**config.mk**
```make
export PLATFORM = sky130hd
export DESIGN_NAME = ccm_regs
export DESIGN_NICKNAME = d
export VERILOG_FILES = /design/src/ccm_pkg.sv /design/src/ccm_regs.sv
export SDC_FILE = /design/constraint.sdc
export NUM_CORES = 1
export LEC_CHECK = 0
export BUFFER_PORTS_ARGS = -buffer_cell sky130_fd_sc_hd__buf_2
export CORE_ASPECT_RATIO = 0.75
export CORE_MARGIN = 3
export CORE_UTILIZATION = 47
export DETAILED_ROUTE_END_ITERATION = 8
export GPL_TIMING_DRIVEN = 1
export PLACE_DENSITY = 0.87
export SLEW_MARGIN = 20
export SYNTH_ARGS = -nofsm -noshare
export SYNTH_HDL_FRONTEND = slang
export SYNTH_SLANG_ARGS = --single-unit
```
**constraint.sdc**
```tcl
create_clock -name ref_clk_i -period 1.2 [get_ports ref_clk_i]
set_input_delay 0.06 -clock ref_clk_i [delete_from_list [all_inputs] [get_ports ref_clk_i]]
set_output_delay 0.06 -clock ref_clk_i [all_outputs]
set_load 0.02 [all_outputs]
```
**src/ccm_pkg.sv**
```systemverilog
package ccm_pkg;
    // ==========================================================
    // Register indices
    localparam logic [6:0] IDX_AUDIO_RESET = 7'h00;
    localparam logic [6:0] IDX_MONO_GAIN = 7'h0C;
    localparam logic [6:0] IDX_MIC_GAIN = 7'h0E;
    localparam logic [6:0] IDX_REC_SEL = 7'h1A;
    localparam logic [6:0] IDX_REC_GAIN_ST = 7'h1C;
    localparam logic [6:0] IDX_REC_GAIN_MIC = 7'h1E;
    localparam logic [6:0] IDX_GP_CTRL = 7'h20;
    localparam logic [6:0] IDX_AUDIO_PWR = 7'h26;
    localparam logic [6:0] IDX_EXT_AUDIO = 7'h2A;
    localparam logic [6:0] IDX_MODEM_ID = 7'h3C;
    localparam logic [6:0] IDX_MODEM_PWR = 7'h3E;
    // ==========================================================
    // Reset values
    localparam logic [15:0] RST_MONO_GAIN = 16'h8008;
    localparam logic [15:0] RST_STEREO_GAIN = 16'h8808;
    localparam logic [15:0] RST_REC_SEL = 16'h0000;
    localparam logic [15:0] RST_REC_GAIN = 16'h8000;
    localparam logic [15:0] RST_ZERO = 16'h0000;
    localparam logic [7:0] RST_MODEM_OFF = 8'h00;
    // ==========================================================
    // Field positions
    localparam int MUTE_BIT = 15;
    localparam int BOOST_BIT = 6;
    localparam int MONO_SRC_BIT = 9;
    localparam int MIC_CHOICE_BIT = 8;
    localparam int LOOPBACK_BIT = 7;
    localparam int MIC_OFF_BIT = 14;
    localparam int MIC_READY_BIT = 9;
    localparam int LINE_ONE_BIT = 0;
    localparam int ROLE_LO_BIT = 14;

    typedef struct packed {
        logic read;
        logic [6:0] index;
        logic [15:0] data;
    } ccm_cmd_type;

    typedef struct packed {
        logic [6:0] index;
        logic [15:0] data;
    } ccm_stat_type;

    // Live readiness of each analog subsection.
    typedef struct packed {
        logic reference;
        logic mixer;
        logic dac;
        logic adc;
        logic mic_adc;
        logic pin_section;
        logic modem_reference;
        logic line_one_adc;
        logic line_one_dac;
    } ccm_ready_type;

    typedef struct packed {
        logic mono_mute;
        logic [4:0] mono_gain;
        logic mic_mute;
        logic [4:0] mic_gain;
        logic mic_boost;
        logic [2:0] left_source_code;
        logic [2:0] right_source_code;
        logic rec_mute;
        logic [3:0] rec_left_gain;
        logic [3:0] rec_right_gain;
        logic rec_mic_mute;
        logic [3:0] rec_mic_gain;
        logic mono_out_mic;
        logic microphone_choice;
    } ccm_analog_type;

    typedef struct packed {
        logic pcm_adc_off;
        logic pcm_dac_off;
        logic mixer_off;
        logic reference_off;
        logic mic_converter_off;
        logic pin_section_off;
        logic modem_reference_off;
        logic line_one_adc_off;
        logic line_one_dac_off;
    } ccm_power_type;
endpackage

```
**src/ccm_regs.sv**
```systemverilog
// Contract
// - Five-bit input gain, 01000 is 0 dB.
// - Input gain top bit mutes channel.
// - Mic register bit 6 adds boost.
// - Input gains reset 8008h mono, 8808h stereo.
// - Record select holds left/right three-bit sources.
// - Record gain four-bit fields, reset 8000h.
// - Record gain top bit mutes its channels.
// - Mono source and microphone choice bits.
// - Loopback routes ADC to DAC internally.
// - Audio powerdown low byte is read-only readiness.
// - Codec ready only when fully operational; here it needs only the strap taken and the reference ready.
// - Each powerdown bit controls its own section; audio bits 12-14 and modem bits 12-15 drive nothing here.
// - Variable and double rate unsupported.
// - Extended audio status read-only, mic ready.
// - Mic converter off independent of PCM ADC.
// - Modem ident write warm-resets modem registers.
// - Two-bit codec role field.
// - Only line one capability reported.
// - Legacy modem bits in audio powerdown ignored.
// - Pin section off tri-states, slot twelve invalid.
// - Modem status low byte read-only readiness.
// - Modem status high byte writable powerdowns.
// - Access through command and status slots.
// - Index zero write resets audio registers.
// - Reserved bits ignore writes, read zero.
module ccm_regs #(
    parameter int SAMPLE_W = 18
) (
    input wire logic ref_clk_i,
    input wire logic reset_n_i,
    input wire logic cmd_valid_i,
    input wire ccm_pkg::ccm_cmd_type cmd_i,
    output logic stat_valid_o,
    output ccm_pkg::ccm_stat_type stat_o,
    output logic codec_ready_o,
    input wire ccm_pkg::ccm_ready_type ready_i,
    input wire logic [1:0] codec_role_i,
    input wire logic link_active_i,
    input wire logic [SAMPLE_W-1:0] adc_sample_i,
    input wire logic [SAMPLE_W-1:0] link_dac_sample_i,
    output logic [SAMPLE_W-1:0] dac_sample_o,
    output ccm_pkg::ccm_analog_type analog_o,
    output ccm_pkg::ccm_power_type power_o,
    output logic pin_outputs_off_o,
    output logic slot12_valid_o
);
    import ccm_pkg::*;

    // ==========================================================
    // Register state
    logic [15:0] mono_gain_r;
    logic [15:0] mic_gain_r;
    logic [15:0] rec_sel_r;
    logic [15:0] rec_gain_st_r;
    logic [15:0] rec_gain_mic_r;
    logic [15:0] gp_r;
    logic [7:0] audio_off_r;
    logic mic_off_r;
    logic [7:0] modem_off_r;
    logic [1:0] role_r;
    logic role_taken_r;
    logic codec_ready_r;
    logic stat_valid_r;
    ccm_stat_type stat_r;
    logic [SAMPLE_W-1:0] dac_sample_r;
    ccm_analog_type analog_r;
    ccm_power_type power_r;

    logic wr;
    logic audio_rst;
    logic modem_rst;
    ccm_power_type power_nxt;

    assign wr = cmd_valid_i && !cmd_i.read;
    assign audio_rst = wr && (cmd_i.index == IDX_AUDIO_RESET);
    assign modem_rst = wr && (cmd_i.index == IDX_MODEM_ID);

    function automatic logic wr_hit(input logic [6:0] idx);
        wr_hit = wr && (cmd_i.index == idx);
    endfunction

    // ==========================================================
    // Audio registers
    // Reserved bits are masked off on write so they read back as zero.
    always_ff @(posedge ref_clk_i or negedge reset_n_i) begin
        if (!reset_n_i) begin
            mono_gain_r <= RST_MONO_GAIN;
            mic_gain_r <= RST_MONO_GAIN;
            rec_sel_r <= RST_REC_SEL;
            rec_gain_st_r <= RST_REC_GAIN;
            rec_gain_mic_r <= RST_REC_GAIN;
            gp_r <= RST_ZERO;
            audio_off_r <= 8'h00;
            mic_off_r <= 1'b0;
        end else if (audio_rst) begin
            mono_gain_r <= RST_MONO_GAIN;
            mic_gain_r <= RST_MONO_GAIN;
            rec_sel_r <= RST_REC_SEL;
            rec_gain_st_r <= RST_REC_GAIN;
            rec_gain_mic_r <= RST_REC_GAIN;
            gp_r <= RST_ZERO;
            audio_off_r <= 8'h00;
            mic_off_r <= 1'b0;
        end else begin
            if (wr_hit(IDX_MONO_GAIN)) begin
                mono_gain_r <= cmd_i.data & 16'h801F;
            end
            if (wr_hit(IDX_MIC_GAIN)) begin
                mic_gain_r <= cmd_i.data & 16'h805F;
            end
            if (wr_hit(IDX_REC_SEL)) begin
                rec_sel_r <= cmd_i.data & 16'h0707;
            end
            if (wr_hit(IDX_REC_GAIN_ST)) begin
                rec_gain_st_r <= cmd_i.data & 16'h8F0F;
            end
            if (wr_hit(IDX_REC_GAIN_MIC)) begin
                rec_gain_mic_r <= cmd_i.data & 16'h800F;
            end
            if (wr_hit(IDX_GP_CTRL)) begin
                gp_r <= cmd_i.data & 16'h0380;
            end
            if (wr_hit(IDX_AUDIO_PWR)) begin
                // Low byte is status and is never stored.
                audio_off_r <= cmd_i.data[15:8];
            end
            if (wr_hit(IDX_EXT_AUDIO)) begin
                // Rate enables are not kept: the modes do not exist here.
                mic_off_r <= cmd_i.data[MIC_OFF_BIT];
            end
        end
    end

    // ==========================================================
    // Modem registers
    always_ff @(posedge ref_clk_i or negedge reset_n_i) begin
        if (!reset_n_i) begin
            modem_off_r <= RST_MODEM_OFF;
        end else if (modem_rst) begin
            modem_off_r <= RST_MODEM_OFF;
        end else if (wr_hit(IDX_MODEM_PWR)) begin
            modem_off_r <= cmd_i.data[15:8];
        end
    end

    // The role strap is caught by the first clock after reset release.
    always_ff @(posedge ref_clk_i or negedge reset_n_i) begin
        if (!reset_n_i) begin
            role_r <= 2'b00;
            role_taken_r <= 1'b0;
        end else if (!role_taken_r) begin
            role_r <= codec_role_i;
            role_taken_r <= 1'b1;
        end
    end

    // Ready is raised once the strap is held and the reference is up.
    always_ff @(posedge ref_clk_i or negedge reset_n_i) begin
        if (!reset_n_i) begin
            codec_ready_r <= 1'b0;
        end else begin
            codec_ready_r <= role_taken_r && ready_i.reference;
        end
    end

    // ==========================================================
    // Readback
    function automatic logic [15:0] read_word(input logic [6:0] idx);
        logic [15:0] v;
        v = 16'h0000;
        unique case (idx)
            IDX_MONO_GAIN: v = mono_gain_r;
            IDX_MIC_GAIN: v = mic_gain_r;
            IDX_REC_SEL: v = rec_sel_r;
            IDX_REC_GAIN_ST: v = rec_gain_st_r;
            IDX_REC_GAIN_MIC: v = rec_gain_mic_r;
            IDX_GP_CTRL: v = gp_r;
            IDX_AUDIO_PWR: begin
                // Bit 4 (legacy modem ready) stays zero.
                v = {audio_off_r, 4'h0, ready_i.reference, ready_i.mixer,
                    ready_i.dac, ready_i.adc};
            end
            IDX_EXT_AUDIO: begin
                v[MIC_OFF_BIT] = mic_off_r;
                v[MIC_READY_BIT] = ready_i.mic_adc && !mic_off_r;
            end
            IDX_MODEM_ID: begin
                v[ROLE_LO_BIT+1:ROLE_LO_BIT] = role_r;
                v[LINE_ONE_BIT] = 1'b1;
            end
            IDX_MODEM_PWR: begin
                v = {modem_off_r, 4'h0,
                    ready_i.line_one_dac && !modem_off_r[3],
                    ready_i.line_one_adc && !modem_off_r[2],
                    ready_i.modem_reference && !modem_off_r[1],
                    ready_i.pin_section && !modem_off_r[0]};
            end
            default: v = 16'h0000;
        endcase
        read_word = v;
    endfunction

    always_ff @(posedge ref_clk_i or negedge reset_n_i) begin
        if (!reset_n_i) begin
            stat_valid_r <= 1'b0;
            stat_r <= '0;
        end else begin
            stat_valid_r <= cmd_valid_i && cmd_i.read;
            if (cmd_valid_i && cmd_i.read) begin
                stat_r.index <= cmd_i.index;
                stat_r.data <= read_word(cmd_i.index);
            end
        end
    end

    // ==========================================================
    // Analog controls
    // Mute bits travel alongside the codes; the analog side forces
    // minus infinity whenever a mute bit is set.
    always_ff @(posedge ref_clk_i or negedge reset_n_i) begin
        if (!reset_n_i) begin
            analog_r <= '0;
        end else begin
            analog_r.mono_mute <= mono_gain_r[MUTE_BIT];
            analog_r.mono_gain <= mono_gain_r[4:0];
            analog_r.mic_mute <= mic_gain_r[MUTE_BIT];
            analog_r.mic_gain <= mic_gain_r[4:0];
            analog_r.mic_boost <= mic_gain_r[BOOST_BIT];
            analog_r.left_source_code <= rec_sel_r[10:8];
            analog_r.right_source_code <= rec_sel_r[2:0];
            analog_r.rec_mute <= rec_gain_st_r[MUTE_BIT];
            analog_r.rec_left_gain <= rec_gain_st_r[11:8];
            analog_r.rec_right_gain <= rec_gain_st_r[3:0];
            analog_r.rec_mic_mute <= rec_gain_mic_r[MUTE_BIT];
            analog_r.rec_mic_gain <= rec_gain_mic_r[3:0];
            analog_r.mono_out_mic <= gp_r[MONO_SRC_BIT];
            analog_r.microphone_choice <= gp_r[MIC_CHOICE_BIT];
        end
    end

    // ==========================================================
    // Power controls
    always_comb begin
        power_nxt.pcm_adc_off = audio_off_r[0];
        power_nxt.pcm_dac_off = audio_off_r[1];
        power_nxt.mixer_off = audio_off_r[2];
        power_nxt.reference_off = audio_off_r[3];
        // Legacy modem off (bit 7 of the high byte) drives nothing.
        power_nxt.mic_converter_off = mic_off_r;
        power_nxt.pin_section_off = modem_off_r[0];
        power_nxt.modem_reference_off = modem_off_r[1];
        power_nxt.line_one_adc_off = modem_off_r[2];
        power_nxt.line_one_dac_off = modem_off_r[3];
    end

    always_ff @(posedge ref_clk_i or negedge reset_n_i) begin
        if (!reset_n_i) begin
            power_r <= '0;
        end else begin
            power_r <= power_nxt;
        end
    end

    // ==========================================================
    // Loopback path
    always_ff @(posedge ref_clk_i or negedge reset_n_i) begin
        if (!reset_n_i) begin
            dac_sample_r <= '0;
        end else if (gp_r[LOOPBACK_BIT]) begin
            dac_sample_r <= adc_sample_i;
        end else begin
            dac_sample_r <= link_dac_sample_i;
        end
    end

    assign stat_valid_o = stat_valid_r;
    assign stat_o = stat_r;
    assign codec_ready_o = codec_ready_r;
    assign dac_sample_o = dac_sample_r;
    assign analog_o = analog_r;
    assign power_o = power_r;
    assign pin_outputs_off_o = power_r.pin_section_off;
    assign slot12_valid_o = link_active_i && !power_r.pin_section_off;
endmodule // ccm_regs

```
Word level (Yosys, flattened, before mapping):

Index checks and enable logic that the tools add are counted.

* reduce and logical (&&, ||, !) cells: 37
* multiplexer cells: 25
* eq/ne operators: 10

Operator list (number)
* two-way mux 16 bit: 12
* case mux 8 bit (8 select lines): 1
* == test 7 x 6 -> 1 bit (second input constant): 5
* two-way mux 8 bit: 4
* case mux 4 bit (8 select lines): 1
* case mux 1 bit (9 select lines): 3
* == test 7 x 5 -> 1 bit (second input constant): 3
* logical AND 1 bit: 20
* two-way mux 18 bit: 1
* nonzero test 2 bit: 9
* == test 7 x 4 -> 1 bit (second input constant): 2
* case mux 1 bit (10 select lines): 1
* zero test 1 bit: 7
* zero test 7 bit: 1
* two-way mux 1 bit: 2

* word-level logic and storage cells: 111
* register bits after elaboration: 203
* output and inout bits: 89
* bits of input ports: 75

Logic depth before layout (Yosys ltp):

* depth after elaboration: 5
* mapped depth: 7
* mapped depth without buffers: 4

Least setup slack after synthesis:

No wires, ideal clock.

* kind: input to register
* start: input cmd_i[19] (netlist bit)
* end: register rec_gain_st_r[3]
* setup time: 0.125 ns
* data arrival time: 1.393 ns
* slack: -0.318 ns
* stages on the path: 5
* data required time: 1.075 ns
* buffers on the path: 1
* cell sequence: buf_6 -> or4_4 -> mux2i_4 -> nand3_4 -> mux2_4

* longest elaborated chain between the ends: 3
* elaborated cells on any way between the ends: 6
* those cells by class: eq/ne (1); mux (1); reduce/logical (4)

RTL lines
* start: declaration: RTL line ccm_regs.sv:33 `input wire ccm_pkg::ccm_cmd_type cmd_i,`
* == test 7 x 5 -> 1 bit or zero test 7 bit (tied branches): RTL line ccm_regs.sv:80, ccm_regs.sv:76
* logical AND 1 bit (on tied branches): RTL line ccm_regs.sv:80, ccm_regs.sv:76
* nonzero test 2 bit (no source line) or two-way mux 16 bit (tied branches)
* end signal: assignment: RTL line ccm_regs.sv:116 `rec_gain_st_r <= cmd_i.data & 16'h8F0F;`
* end: declaration: RTL line ccm_regs.sv:55 `logic [15:0] rec_gain_st_r;`

Several ways; a longest one is shown, not always the timed one.
A chain may end at the register's enable or synchronous reset.

Worst setup path after layout:

* start: register rec_gain_st_r[0]
* end: register stat_r, in the netlist stat_o[0]

* longest elaborated chain between the ends: 1

RTL lines
* case mux 1 bit (9 select lines): RTL line ccm_regs.sv:172 `unique case (idx)`
* end: declaration: RTL line ccm_regs.sv:65 `ccm_stat_type stat_r;`

No other way between the ends.

==> reports/qor.csv <==
stage,metric,value,unit
grt,grt_max_degree,49,
finish,fill_cells,729,
sta,setup_violations,1,
synth,synth.area.top_cells,"dfrtp_1 59%, mux2i_1 6.3%, mux2_2 5.3%",
clocking,h-tree-depth,4,
sta,drv_slew,0,
flow_run,cap_violations,0,
placement,dpl_cell_area,7400,µm²
sta,period_minus_slack,1.35,ns
synth,synth_area,5760,µm²
grt,track_usage,28.4,%
clocking,insertion_delay,0.42,ns
routing,wl_per_cell,20.2,µm
pwr,leakagePower,0.00451,µW
synth,synthCells,462,
grt,antenna_found_initial,0,
routing,first_iter_violations,374,
routing,drt-total-wl,19100,µm
sta,rsz0062_at_grt,yes,
sta,fin_skew,0.00584,ns
floorplanning,die_h,102,µm
synth,yosysTopAreaCell,dfrtp_1,
finish,layout.area.seq,3560,µm²
synth,synth-async-reset-ratio,100,%
synth,synth_most_common_cell,dfrtp_1,
clocking,cts_root_buf,clkbuf_16,
grt,grt_pass1_vias,5214,
routing,drc,0,
setup_path,worstPathMaxFanout,2,
sta,finalCritPeriodShare,112,%
setup_path,worstSetupPathType,reg2reg,
synth,synth_ff_type,dfrtp_1,
synth,synth_edf_count,0,
clocking,cts_tree,built,
worst_hold_path,min_path_type,in2reg,
finish,diodes,0,
floorplanning,ios,164,
sta,postLayoutSetupSlackWorst,-0.147,ns
routing,first_pass_iters,5,
placement,gp_congestion,0.904,
finish,stdcell_area,8760,µm²
setup_path,reg2reg_slack,-0.15,ns
routing,postRouteAntennaNets,0,
sta,final-hold-violation-count,0,
floorplanning,start_util,48.9,%
sta,timing.fmax,742,MHz
placement,portBuffers,161,
routing,num_vias,5075,
placement,dp_slack,-0.616,ns
synth,synth_area_per_cell,12.5,µm²
pwr,powerDensity,1440,nW/µm²
run_status,violations,setup timing,
clocking,cts.sinks,142,
placement,place_hpwl,12600,µm
sta,tns,-0.147,ns
synth,ys_seq_elements,142,
setup_path,worstPathRequired,1.54,ns
synth,ys_top_cells_by_count,"136 x dfrtp_1, 40 x nand2_1, 38 x nor2_1, 36 x mux2i_1, 27 x mux2_2",
floorplanning,die_x,134,µm
finish,drive_above_1_share,44.2,%
placement,dp_cells,840,
synth,synth_top_area_share,59.1,%
finish,final_cells,943,
run_status,status,"complete, but fails checks",
finish,syn_to_final_growth,52.0,%
routing,viasPerCell,5.38,
setup_path,cp-start-kind,flop,
floorplanning,core,11800,µm²
setup_path,crit_arrival,1.68,ns
clocking,clockBufferDepth,2,
sta,holdWs,0.0334,ns
synth,yosysWarnings,0,
floorplanning,row_count,34,
grt,grt_pass1_wl,29300,µm
clocking,cts_made_buffers,17,
synth,synth-seq-area-share,61.8,%
finish,multiInputGateArea,2090,µm²
floorplanning,die_area,13600,µm²
pwr,ir_worst_vdd,992,µV
setup_path,cp-end-kind,flop,
synth,syn-num-nets,537,
finish,final_nets,843,
synth,synthDistinctLibCells,59,
grt,gr-total-overflow,0,
clocking,clkTransAtPathRegs,0.06,ns
## path summary, 6_finish.rpt
check / to / depth (start not counted) / start
setup reg to reg: stat_o[0] / 4 / rec_gain_st_r[0]
hold reg to reg: analog_o[24] / 0 / mic_gain_r[1]
setup / recovery: stat_o[0] / 4 / rec_gain_st_r[0]
min in group asynchronous: analog_o[22] / 2 / reset_n_i
hold / removal: stat_o[17] / 4 / cmd_i[17]
max in group asynchronous: role_taken_r / 3 / reset_n_i
## kinds of logic (layout without fill, tap and decap cells)
kind of cell / count (synthesis) / count (layout) / synth area share, %
simple gates: 143 / 143 / 13.8
flops: 142 / 142 / 61.8
mux: 67 / 67 / 12.7
compound gates: 63 / 63 / 7.95
buf+inv: 44 / 363 / 3.52
other cells: 2 / 2 / 0.130
xor+xnor: 1 / 1 / 0.152
## worst max-delay path: stages (launching register included)
cell and delay [ns]:
dfrtp_1 0.35, inv_1 0.05, and3_1 0.19, or4_4 0.49, a31oi_1 0.17
## per-stage QoR
stage                     utilization (%)  total power [µW]
final                                74.4             12600
after global routing                 74.4             13100
after CTS                            73.4             12600
after detailed placement             62.8              7010
after global placement               62.8              6950
after floorplan                         -              6190
## placed cells by master, fill, tap and decap left out, types with 5 or more instances in the layout
cell type | netlist | routed
nor3_1 | 5 | 5
mux2i_1 | 36 | 36
o21ai_0 | 11 | 9
inv_1 | 15 | 15
buf_12 | 0 | 9
nand2_1 | 40 | 40
mux2_2 | 27 | 26
dfstp_2 | 6 | 6
clkbuf_16 | 0 | 17
buf_4 | 3 | 83
buf_2 | 9 | 160
nor2_1 | 38 | 37
a21oi_1 | 7 | 6
a31oi_1 | 11 | 11
a22o_1 | 14 | 14
dfrtp_1 | 136 | 136
nand3_1 | 17 | 16
dlygate4sd3_1 | 0 | 61
## state kept, by name (all words and copies together), names as in the netlist
| signal | count |
|---|---|
| analog_o | 35 |
| audio_off_r | 8 |
| codec_ready_o | 1 |
| dac_sample_o | 18 |
| gp_r | 3 |
| mic_gain_r | 7 |
| mic_off_r | 1 |
| modem_off_r | 8 |
| mono_gain_r | 6 |
| pin_outputs_off_o | 1 |
| power_o | 8 |
| rec_gain_mic_r | 5 |
| rec_gain_st_r | 9 |
| rec_sel_r | 6 |
| role_r | 2 |
| role_taken_r | 1 |
| stat_o | 22 |
| stat_valid_o | 1 |
## what timing repair did
item,in CTS,in global routing
hold endpoints to repair,214,0
gates resized for setup,5,11
cloned,0,1
hold buffers,61,0
setup endpoints to repair,6,7
pin swaps,2,4
buffers inserted,1,8
## power by group
part	switching (µW)	internal, µW	total (µW)	leakage (µW)
Clock	2100	3350	5440	0.000295
Sequential	215	5170	5380	0.00178
Combinational	986	812	1800	0.00244
Total	3300	9320	12600	0.00451
## layer usage
| metal | share of wire (%) | vias to the layer above | GRT usage, % |
|---|---|---|---|
| met5 | 0 | - | 0 |
| met4 | 2.5 | 0 | 9.96 |
| met3 | 8.8 | 37 | 7.87 |
| met2 | 48 | 272 | 46.8 |
| met1 | 40 | 2531 | 36.9 |
| li1 | - | 2235 | - |
## cell type report
cell class	instances	area share, %
sequential	142	40.6
clock inverter	12	1.83
tap	162	2.31
multi-input combinational	276	23.9
timing repair buffer	316	25.6
clock buffer	20	5.10
inverter	15	0.643
Note: power is estimated with default switching activity, not from simulation.
